<file path="config.mk">
export PLATFORM = sky130hd
export DESIGN_NAME = ubrg_top
export DESIGN_NICKNAME = d
export VERILOG_FILES = /design/src/design/ubrg_fifo.v /design/src/design/ubrg_top.v
export VERILOG_INCLUDE_DIRS = /design/src /design/src/design
export SDC_FILE = /design/constraint.sdc
export NUM_CORES = 1
export LEC_CHECK = 0
export ABC_CLOCK_PERIOD_IN_PS = 5200
export BUFFER_PORTS_ARGS = -buffer_cell sky130_fd_sc_hd__buf_2
export CORE_MARGIN = 10
export CORE_UTILIZATION = 60
export CTS_CLUSTER_DIAMETER = 40
export DETAILED_ROUTE_END_ITERATION = 8
export PLACE_DENSITY_LB_ADDON = 0.15
export SYNTH_ARGS = -nofsm -noshare
export SYNTH_HDL_FRONTEND = slang
export SYNTH_SLANG_ARGS = --single-unit
</file>
<file path="constraint.sdc">
create_clock -name clk -period 5.2 [get_ports clk]
set_input_delay 0.26 -clock clk [delete_from_list [all_inputs] [get_ports clk]]
set_output_delay 0.26 -clock clk [all_outputs]
set_load 0.05 [all_outputs]
</file>
<file path="src/design/ubrg_map.vh">
// ubrg_map.vh: register map, field positions, reset values and encodings
// for the serial receive-error status and baud rate generator block.
// assumes a plain Verilog-2005 flow; included by bare name.
`ifndef UBRG_MAP_VH
`define UBRG_MAP_VH

// ----------------------------------------------------------------------
// register addresses
// ----------------------------------------------------------------------
`define UBRG_ADDR_W 16
`define UBRG_ADDR_RXBUF 16'hffa0
`define UBRG_ADDR_STATUS 16'hffa1
`define UBRG_ADDR_BAUD 16'hffa2

// ----------------------------------------------------------------------
// reset values
// ----------------------------------------------------------------------
`define UBRG_STATUS_RST 8'h00
`define UBRG_BAUD_RST 7'h00
`define UBRG_ZERO8 8'h00

// ----------------------------------------------------------------------
// field positions
// ----------------------------------------------------------------------
`define UBRG_BIT_PARITY 2
`define UBRG_BIT_FRAMING 1
`define UBRG_BIT_OVERRUN 0
`define UBRG_SRC_MSB 6
`define UBRG_SRC_LSB 4
`define UBRG_DIV_MSB 3
`define UBRG_DIV_LSB 0
`define UBRG_BAUD_MSB 6

// ----------------------------------------------------------------------
// divider and prescaler constants
// ----------------------------------------------------------------------
// half a bit is 16 + k source ticks; counter top is 15 + k
`define UBRG_DIV_BASE 5'h0f
`define UBRG_SRC_EXT 3'h0
`define UBRG_PRE_ONES 7'h7f

// ----------------------------------------------------------------------
// character length and parity type encodings
// ----------------------------------------------------------------------
`define UBRG_LAST_BIT8 3'h7
`define UBRG_LAST_BIT7 3'h6
`define UBRG_PAR_NONE 2'h0
`define UBRG_PAR_ZERO 2'h1
`define UBRG_PAR_ODD 2'h2
`define UBRG_PAR_EVEN 2'h3

`endif

</file>
<file path="src/design/ubrg_fifo.v">
// ubrg_fifo.v: small synchronous FIFO for received bytes.
// assumes one clock, asynchronous active-low reset, DEPTH a power of two.
`timescale 1ns/100ps
`default_nettype none

module ubrg_fifo #(
    parameter WIDTH = 8,
    parameter DEPTH = 8,
    parameter AW = 3
) (
    input wire clk,
    input wire reset_n,
    input wire in_valid,
    output wire in_ready,
    input wire [WIDTH-1:0] in_data,
    output reg out_valid,
    input wire out_ready,
    output reg [WIDTH-1:0] out_data
);

    reg [WIDTH-1:0] mem [0:DEPTH-1];
    reg [AW-1:0] wptr;
    reg [AW-1:0] rptr;
    reg [AW:0] cnt;
    wire push;
    wire pop_mem;

    // full when the array holds DEPTH words
    assign in_ready = (cnt != DEPTH[AW:0]);
    assign push = in_valid & in_ready;
    // refill the output register when it is empty or being taken
    assign pop_mem = (cnt != {(AW+1){1'b0}}) & (~out_valid | out_ready);

    // storage array, no reset needed
    always @(posedge clk) begin
        if (push) begin
            mem[wptr] <= in_data;
        end
    end

    // pointers, count and registered head word
    always @(posedge clk or negedge reset_n) begin
        if (!reset_n) begin
            wptr <= {AW{1'b0}};
            rptr <= {AW{1'b0}};
            cnt <= {(AW+1){1'b0}};
            out_valid <= 1'b0;
            out_data <= {WIDTH{1'b0}};
        end else begin
            if (push) begin
                wptr <= wptr + 1'b1;
            end
            if (pop_mem) begin
                out_data <= mem[rptr];
                rptr <= rptr + 1'b1;
                out_valid <= 1'b1;
            end else if (out_ready) begin
                out_valid <= 1'b0;
            end
            if (push & ~pop_mem) begin
                cnt <= cnt + 1'b1;
            end else if (pop_mem & ~push) begin
                cnt <= cnt - 1'b1;
            end
        end
    end

endmodule // ubrg_fifo

`default_nettype wire

</file>
<file path="src/design/ubrg_top.v">
// ubrg_top.v: serial receiver with receive-error status register and
// baud rate generator (prescaler plus 5-bit divider).
// assumes a CPU-side memory access port on clk, mode bits driven by
// same-clock logic, and asynchronous pins for the line and ext clock.
`timescale 1ns/100ps
`default_nettype none
`include "ubrg_map.vh"

// Contract
// RQ1: status register is 8-bit read-only, cleared to zero by reset.
// RQ2: bit 2 flags parity mismatch against configured parity type; the zero parity type is never flagged here.
// RQ3: bit 1 flags a stop bit not sampled high.
// RQ4: receiver checks only the first stop bit, whatever stop length.
// RQ5: bit 0 flags a frame completed before previous byte was read; here only once the buffer (head plus 8 words) is full.
// RQ6: overrun repeats on every later frame until receive buffer read.
// RQ7: baud register is 8-bit read/write, cleared to zero by reset.
// RQ8: bits 6..4 pick ext clock pin (0) or main clock over 2^n.
// RQ9: bits 3..0 make 5-bit counter divide by 16+k; 15 prohibited.
// RQ10: bit rate is source frequency over 2^(n+1) times (k+16).
// RQ11: with ext pin as source its frequency replaces main clock.
// RQ12: software must not write baud register during communication.
// RQ13: software stops transfer before changing the serial mode.
// RQ14: completed frame moves byte to receive buffer, raises request; here an overrun frame's byte is dropped, request still raised.
// RQ15: after line falls wait half bit; still low means start bit.
// RQ16: unused status bits 7..3 and baud bit 7 read zero.
module ubrg_top #(
    parameter DATA_W = 8,
    parameter FIFO_DEPTH = 8,
    parameter FIFO_AW = 3
) (
    input wire clk,
    input wire reset_n,
    input wire [15:0] cpu_addr,
    input wire cpu_wr,
    input wire cpu_rd,
    input wire [7:0] cpu_wdata,
    output reg [7:0] cpu_rdata,
    input wire rx_enable,
    input wire char_len8,
    input wire [1:0] parity_mode,
    input wire receive_line,
    input wire external_serial_clock_pin,
    output reg rx_complete_req,
    output reg rx_data_avail
);

    // ------------------------------------------------------------------
    // functions
    // ------------------------------------------------------------------

    // address match for the CPU port
    function addr_hit;
        input [15:0] addr;
        input [15:0] target;
        begin
            addr_hit = (addr == target);
        end
    endfunction

    // low n bits set: prescaler terminal pattern for main clock / 2^n
    function [6:0] src_mask;
        input [2:0] n;
        begin
            src_mask = ~(`UBRG_PRE_ONES << n);
        end
    endfunction

    // ------------------------------------------------------------------
    // declarations
    // ------------------------------------------------------------------
    localparam [4:0] ST_IDLE = 5'h01;
    localparam [4:0] ST_START = 5'h02;
    localparam [4:0] ST_DATA = 5'h04;
    localparam [4:0] ST_PARITY = 5'h08;
    localparam [4:0] ST_STOP = 5'h10;

    reg [4:0] state;
    reg rx_s1;
    reg rx_s2;
    reg ext_s1;
    reg ext_s2;
    reg ext_s3;
    reg [6:0] baud_rate_control;
    reg [6:0] pre_cnt;
    reg [4:0] div_cnt;
    reg phase;
    reg [2:0] bit_cnt;
    reg [7:0] shift_data;
    reg par_bit;
    reg parity_error_flag;
    reg framing_error_flag;
    reg overrun_error_flag;
    reg ovr_pending;
    reg push_valid;
    reg [7:0] push_data;

    wire [2:0] src_sel;
    wire [3:0] div_sel;
    wire [4:0] div_top;
    wire src_tick;
    wire half_tick;
    wire bit_tick;
    wire div_restart;
    wire wr_baud;
    wire rd_rxbuf;
    wire frame_done;
    wire overrun_now;
    wire ones_odd;
    wire parity_bad;
    wire [2:0] last_bit;
    wire fifo_in_ready;
    wire fifo_out_valid;
    wire [7:0] fifo_out_data;

    // ------------------------------------------------------------------
    // pin synchronisers
    // ------------------------------------------------------------------

    // two flops on the line and ext clock; third flop for edge detect
    always @(posedge clk or negedge reset_n) begin
        if (!reset_n) begin
            rx_s1 <= 1'b1;
            rx_s2 <= 1'b1;
            ext_s1 <= 1'b0;
            ext_s2 <= 1'b0;
            ext_s3 <= 1'b0;
        end else begin
            rx_s1 <= receive_line;
            rx_s2 <= rx_s1;
            ext_s1 <= external_serial_clock_pin;
            ext_s2 <= ext_s1;
            ext_s3 <= ext_s2;
        end
    end

    // ------------------------------------------------------------------
    // CPU port decode
    // ------------------------------------------------------------------

    // writes to the baud register; reads of the buffer pop it
    assign wr_baud = cpu_wr & addr_hit(cpu_addr, `UBRG_ADDR_BAUD);
    assign rd_rxbuf = cpu_rd & addr_hit(cpu_addr, `UBRG_ADDR_RXBUF);

    // RQ7: baud register storage
    always @(posedge clk or negedge reset_n) begin
        if (!reset_n) begin
            baud_rate_control <= `UBRG_BAUD_RST;
        end else if (wr_baud) begin
            // RQ16: top bit not stored
            baud_rate_control <= cpu_wdata[`UBRG_BAUD_MSB:0];
        end
    end

    // RQ1: registered read data, unmapped addresses read zero
    always @(posedge clk or negedge reset_n) begin
        if (!reset_n) begin
            cpu_rdata <= `UBRG_ZERO8;
        end else if (cpu_rd) begin
            case (cpu_addr)
                `UBRG_ADDR_STATUS: begin
                    cpu_rdata <= `UBRG_ZERO8;
                    cpu_rdata[`UBRG_BIT_PARITY] <= parity_error_flag;
                    cpu_rdata[`UBRG_BIT_FRAMING] <= framing_error_flag;
                    cpu_rdata[`UBRG_BIT_OVERRUN] <= overrun_error_flag;
                end
                `UBRG_ADDR_BAUD: begin
                    // RQ16: bit 7 reads zero
                    cpu_rdata <= {1'b0, baud_rate_control};
                end
                `UBRG_ADDR_RXBUF: begin
                    cpu_rdata <= fifo_out_valid ? fifo_out_data : `UBRG_ZERO8;
                end
                default: begin
                    cpu_rdata <= `UBRG_ZERO8;
                end
            endcase
        end
    end

    // ------------------------------------------------------------------
    // baud rate generator
    // ------------------------------------------------------------------
    assign src_sel = baud_rate_control[`UBRG_SRC_MSB:`UBRG_SRC_LSB];
    assign div_sel = baud_rate_control[`UBRG_DIV_MSB:`UBRG_DIV_LSB];
    // RQ9: top count 15 + k gives division by 16 + k
    assign div_top = `UBRG_DIV_BASE + {1'b0, div_sel};

    // free-running prescaler on the main clock
    always @(posedge clk or negedge reset_n) begin
        if (!reset_n) begin
            pre_cnt <= 7'h00;
        end else begin
            pre_cnt <= pre_cnt + 1'b1;
        end
    end

    // RQ8: source pick, ext pin rising edge or main clock / 2^n
    // RQ11: ext pin edge stands in for the main clock
    assign src_tick = (src_sel == `UBRG_SRC_EXT) ? (ext_s2 & ~ext_s3) :
        ((pre_cnt & src_mask(src_sel)) == src_mask(src_sel));

    // RQ9: 5-bit counter, one half-bit tick per 16 + k source ticks
    always @(posedge clk or negedge reset_n) begin
        if (!reset_n) begin
            div_cnt <= 5'h00;
        end else if (div_restart) begin
            div_cnt <= 5'h00;
        end else if (src_tick) begin
            div_cnt <= (div_cnt == div_top) ? 5'h00 : div_cnt + 1'b1;
        end
    end

    assign half_tick = src_tick & (div_cnt == div_top); // no feedback from restart

    // RQ10: a bit lasts two half-bit periods, hence 2^(n+1)(k+16)
    always @(posedge clk or negedge reset_n) begin
        if (!reset_n) begin
            phase <= 1'b0;
        end else if (div_restart) begin
            phase <= 1'b0;
        end else if (half_tick) begin
            phase <= ~phase;
        end
    end

    assign bit_tick = half_tick & phase;

    // ------------------------------------------------------------------
    // receive state machine
    // ------------------------------------------------------------------

    // RQ15: restart on low line when idle, and on start confirmation
    assign div_restart = rx_enable & ~rx_s2 &
        ((state == ST_IDLE) | ((state == ST_START) & half_tick));

    assign last_bit = char_len8 ? `UBRG_LAST_BIT8 : `UBRG_LAST_BIT7;
    // RQ4: completion on the first stop bit only
    assign frame_done = rx_enable & (state == ST_STOP) & bit_tick;

    // RQ2: parity over data plus parity bit
    assign ones_odd = ^{shift_data, par_bit};
    assign parity_bad = (parity_mode == `UBRG_PAR_EVEN) ? ones_odd :
        (parity_mode == `UBRG_PAR_ODD) ? ~ones_odd : 1'b0;

    // RQ5: overrun when the buffer cannot take the new byte
    // RQ6: or while an earlier overrun awaits a buffer read
    assign overrun_now = ovr_pending | ~fifo_in_ready;

    // frame sequencing; disabling the receiver stops it at once
    always @(posedge clk or negedge reset_n) begin
        if (!reset_n) begin
            state <= ST_IDLE;
            bit_cnt <= 3'h0;
            shift_data <= 8'h00;
            par_bit <= 1'b0;
        end else if (!rx_enable) begin
            state <= ST_IDLE;
        end else begin
            case (state)
                ST_IDLE: begin
                    // RQ15: low level begins start check
                    if (!rx_s2) begin
                        state <= ST_START;
                    end
                end
                ST_START: begin
                    // RQ15: confirm start at half bit
                    if (half_tick) begin
                        state <= rx_s2 ? ST_IDLE : ST_DATA;
                        bit_cnt <= 3'h0;
                        shift_data <= 8'h00;
                        par_bit <= 1'b0;
                    end
                end
                ST_DATA: begin
                    if (bit_tick) begin
                        shift_data[bit_cnt] <= rx_s2;
                        bit_cnt <= bit_cnt + 1'b1;
                        if (bit_cnt == last_bit) begin
                            state <= (parity_mode == `UBRG_PAR_NONE) ?
                                ST_STOP : ST_PARITY;
                        end
                    end
                end
                ST_PARITY: begin
                    if (bit_tick) begin
                        par_bit <= rx_s2;
                        state <= ST_STOP;
                    end
                end
                ST_STOP: begin
                    // RQ4: second stop bit never examined
                    if (bit_tick) begin
                        state <= ST_IDLE;
                    end
                end
                default: begin
                    state <= ST_IDLE;
                end
            endcase
        end
    end

    // ------------------------------------------------------------------
    // status flags and completion
    // ------------------------------------------------------------------

    // RQ1: flags hold the result of the last completed frame
    always @(posedge clk or negedge reset_n) begin
        if (!reset_n) begin
            parity_error_flag <= 1'b0;
            framing_error_flag <= 1'b0;
            overrun_error_flag <= 1'b0;
        end else if (frame_done) begin
            // RQ2: parity mismatch
            parity_error_flag <= parity_bad;
            // RQ3: stop bit sampled low
            framing_error_flag <= ~rx_s2;
            // RQ5: buffer full or earlier overrun not yet read
            overrun_error_flag <= overrun_now;
        end
    end

    // RQ6: overrun sticks until buffer read; new overrun wins over read
    always @(posedge clk or negedge reset_n) begin
        if (!reset_n) begin
            ovr_pending <= 1'b0;
        end else if (frame_done & overrun_now) begin
            ovr_pending <= 1'b1;
        end else if (rd_rxbuf) begin
            ovr_pending <= 1'b0;
        end
    end

    // RQ14: byte to receive buffer and completion pulse
    always @(posedge clk or negedge reset_n) begin
        if (!reset_n) begin
            push_valid <= 1'b0;
            push_data <= 8'h00;
            rx_complete_req <= 1'b0;
            rx_data_avail <= 1'b0;
        end else begin
            push_valid <= frame_done & ~overrun_now;
            push_data <= shift_data;
            rx_complete_req <= frame_done;
            rx_data_avail <= fifo_out_valid;
        end
    end

    // ------------------------------------------------------------------
    // receive buffer
    // ------------------------------------------------------------------

    // head word is the receive buffer; a CPU read takes it
    ubrg_fifo #(
        .WIDTH(DATA_W),
        .DEPTH(FIFO_DEPTH),
        .AW(FIFO_AW)
    ) u_rx_fifo (
        .clk(clk),
        .reset_n(reset_n),
        .in_valid(push_valid),
        .in_ready(fifo_in_ready),
        .in_data(push_data),
        .out_valid(fifo_out_valid),
        .out_ready(rd_rxbuf),
        .out_data(fifo_out_data)
    );

endmodule // ubrg_top

`default_nettype wire

</file>
==> metrics <==
wire per inst=18.6 µm; period utilization=68.8%; Seq cells post-synth=148; Power Density=332 mW/mm²; vias in the first global route=4247; core footprint=0.0108 mm²; Nets=589; Fin Clk Skew=5.89 ps; GR Util All Layers=17.6%; routed vias=4148; Max Clk Rate=279 MHz; Final Hold Fails=0; Netlist Area Pre-Place=0.00656 mm²; cell chain of the critical path=inv_1 > ha_1 > xnor2_1 > a32oi_1 > a2111oi_2 > nand4_1 > or3_1 > o31ai_1; CTS Buf Count=17; Sink Count=148; CTS max path bufs=2; Post-Syn Instances=485; GP Congestion=0.814; leakage power=2.89 nW; Bufs and invs on worst path=1; Synth-to-Final Area Change=16.2%; GRT overflow=0; CTS tree=done; status=finished clean; Die Span Y=125 µm; CTS resizes=0; die width=125 µm; Main synth FF type=dfrtp_1; Worst Setup End Kind=register; Std-Cell Rows=38; pre-CTS setup slack=1560 ps; DR iter-0 viols=452; DR pass1 iterations=5; slowest library cell on the worst path=a2111oi_2; final core utilization=70.6%; Reg clk slew, reported paths=60 ps; RSZ-0062 raised after global routing=no; hpwl dp=8580 µm; Synth area leaders=dfrtp_1 31%, edfxtp_1 29%, mux4_2 5.5%; async set-or-reset flop fraction in the synthesized netlist=56.8%; largest net degree at the start of global routing=85; Critical Path Max Stage Delay=950 ps; DRT antenna net count=0; initial antenna violation count=0; drt drc=0; H-tree Lvls=4; Ports=44; area of the die=0.0155 mm²; ratio of cells with drive above 1 in the final layout=22.0%; delay-heaviest family, CP=compound AO/OA/AOI/OAI gates; leading area contributor after synthesis=dfrtp_1; Yosys top cell area share=30.9%; worst skew pair latency=540 ps; setup TNS=0 ps; CP Launch Type=register; Root Buffer Master=clkbuf_8; max_slew headroom=26.4%; number of port buffers=42; vias per inst=5.94; Ys Warns=0; post-CTS setup buffer count=0; starting density of the core=60.8%; Net Count, Synth=529; Tmin final=3580 ps; first-pass GRT wire length=22100 µm; Hold Crit Start=rx_enable; Req. time, crit path=5640 ps; Final setup viols=0; syn_area_per_cell=13.5 µm²; register area share after synthesis=61.4%; Max Cap Viol=0; Final Max Slew Viols=0; Post-CTS Hold Buffers=12; critical path class=reg2reg; number of antenna diodes=0; Power, Total=0.00253 W; synth unique cells=60; EDFF count, synth=64; worst-path fanout max=14; CP startpoint=baud_rate_control[0]; maximum vdd ir drop=0.336 mV; Worst Slack Setup Final=1620 ps; Hold WS=51.7 ps; Arrival @ worst endpoint=4020 ps; total routed wirelength=13000 µm; Worst Max-Slew Pin Slew=1100 ps; Hold WC Path Type=in2reg; Reg2Reg Launch Point=baud_rate_control[0]
-- final timing paths --
path                                    end  slack [ps]  cells after the start
setup / recovery              shift_data[0]        1620                      8
hold / removal                     state[4]          50                      3
setup reg to reg              shift_data[0]        1620                      8
hold reg to reg                      ext_s2         360                      0
max in group asynchronous        pre_cnt[3]        4050                      2
min in group asynchronous  u_rx_fifo.cnt[0]         420                      2
-- synth_stat cells (all sizes together), types with 11 or more instances --
master   n
edfxtp  64
xnor2   24
mux2    12
nor2    21
mux2i   15
nand2   40
inv     12
nand3   11
a21oi   11
dfrtp   81
mux4    16
clkbuf  11
o21ai   40
-- per-layer routing --
layer | wire length (µm) | global-route usage (%) | vias to the layer above
met1 | 5780 | 22.9 | 2064
li1 | - | - | 1941
met2 | 6290 | 27.8 | 122
met4 | 227 | 6.85 | 0
met3 | 708 | 4.55 | 21
met5 | 0 | 0 | -
-- kinds of logic after synthesis --
| kind of cell | synth area share [%] |
|---|---|
| DFF | 61.4 |
| and+or+nand+nor | 11.4 |
| AOI/OAI and AO/OA | 9.38 |
| muxes | 9.90 |
| buffers and inverters | 2.02 |
| xor gates and xnor gates | 3.87 |
| adders and majority gates | 2.02 |
-- flip-flops by register name (all words and copies together), names as in the netlist, 3 cells and up --
name / cells
u_rx_fifo.cnt: 4
u_rx_fifo.wptr: 3
div_cnt: 5
cpu_rdata: 8
pre_cnt: 7
state: 5
push_data: 8
bit_cnt: 3
baud_rate_control: 7
u_rx_fifo.mem: 64
u_rx_fifo.rptr: 3
u_rx_fifo.out_data: 8
shift_data: 8
-- cell type report --
type,count,area (µm²)
Clock buffer,17,414
Clock inverter,15,170
Fill cell,718,3170
Inverter,13,48.8
Multi-Input combinational cell,305,2410
Sequential cell,148,4030
Tap cell,140,175
Timing Repair Buffer,60,378
-- layout by cell type (no fill, tap or decap), types with 4 or more instances in the layout --
cell	n
xnor2_1	24
dlygate4sd3_1	12
inv_6	4
ha_1	9
nor3_1	10
mux2i_1	15
buf_2	41
nand2b_1	5
buf_4	7
nand2_1	39
xor2_1	5
and2_1	5
a22oi_1	5
inv_1	12
dfrtp_1	81
or4_1	4
edfxtp_1	64
a21oi_1	11
nand4_1	8
mux2_2	11
mux4_2	16
nand3b_1	4
nor2_1	21
nand3_1	10
o2bb2ai_1	7
clkinv_4	5
o21ai_0	40
clkbuf_16	16
nor2b_1	8
-- power breakdown --
part	leakage [nW]	switching, W	internal (W)	total (W)
logic	1.01	0.0000537	0.0000416	0.0000953
registers	1.59	0.0000165	0.00123	0.00124
clock network	0.289	0.000500	0.000696	0.00120
-- metrics by stage --
step                      instances  area (µm²)
after floorplan                 485        6560
after global placement          654        6920
after detailed placement        654        6920
after CTS                       698        7620
after global routing            698        7620
final                           698        7620
-- worst reg2reg max path: cells and delay by family, from the launching register on --
| kind | cells | cell delay [ps] |
|---|---|---|
| adders and majority gates | 1 | 240 |
| xor gates and xnor gates | 1 | 160 |
| and+or+nand+nor | 2 | 1280 |
| buffers and inverters | 1 | 70 |
| AOI/OAI and AO/OA | 3 | 1300 |
| DFF | 1 | 430 |
Note: power is estimated with default switching activity, not from simulation.
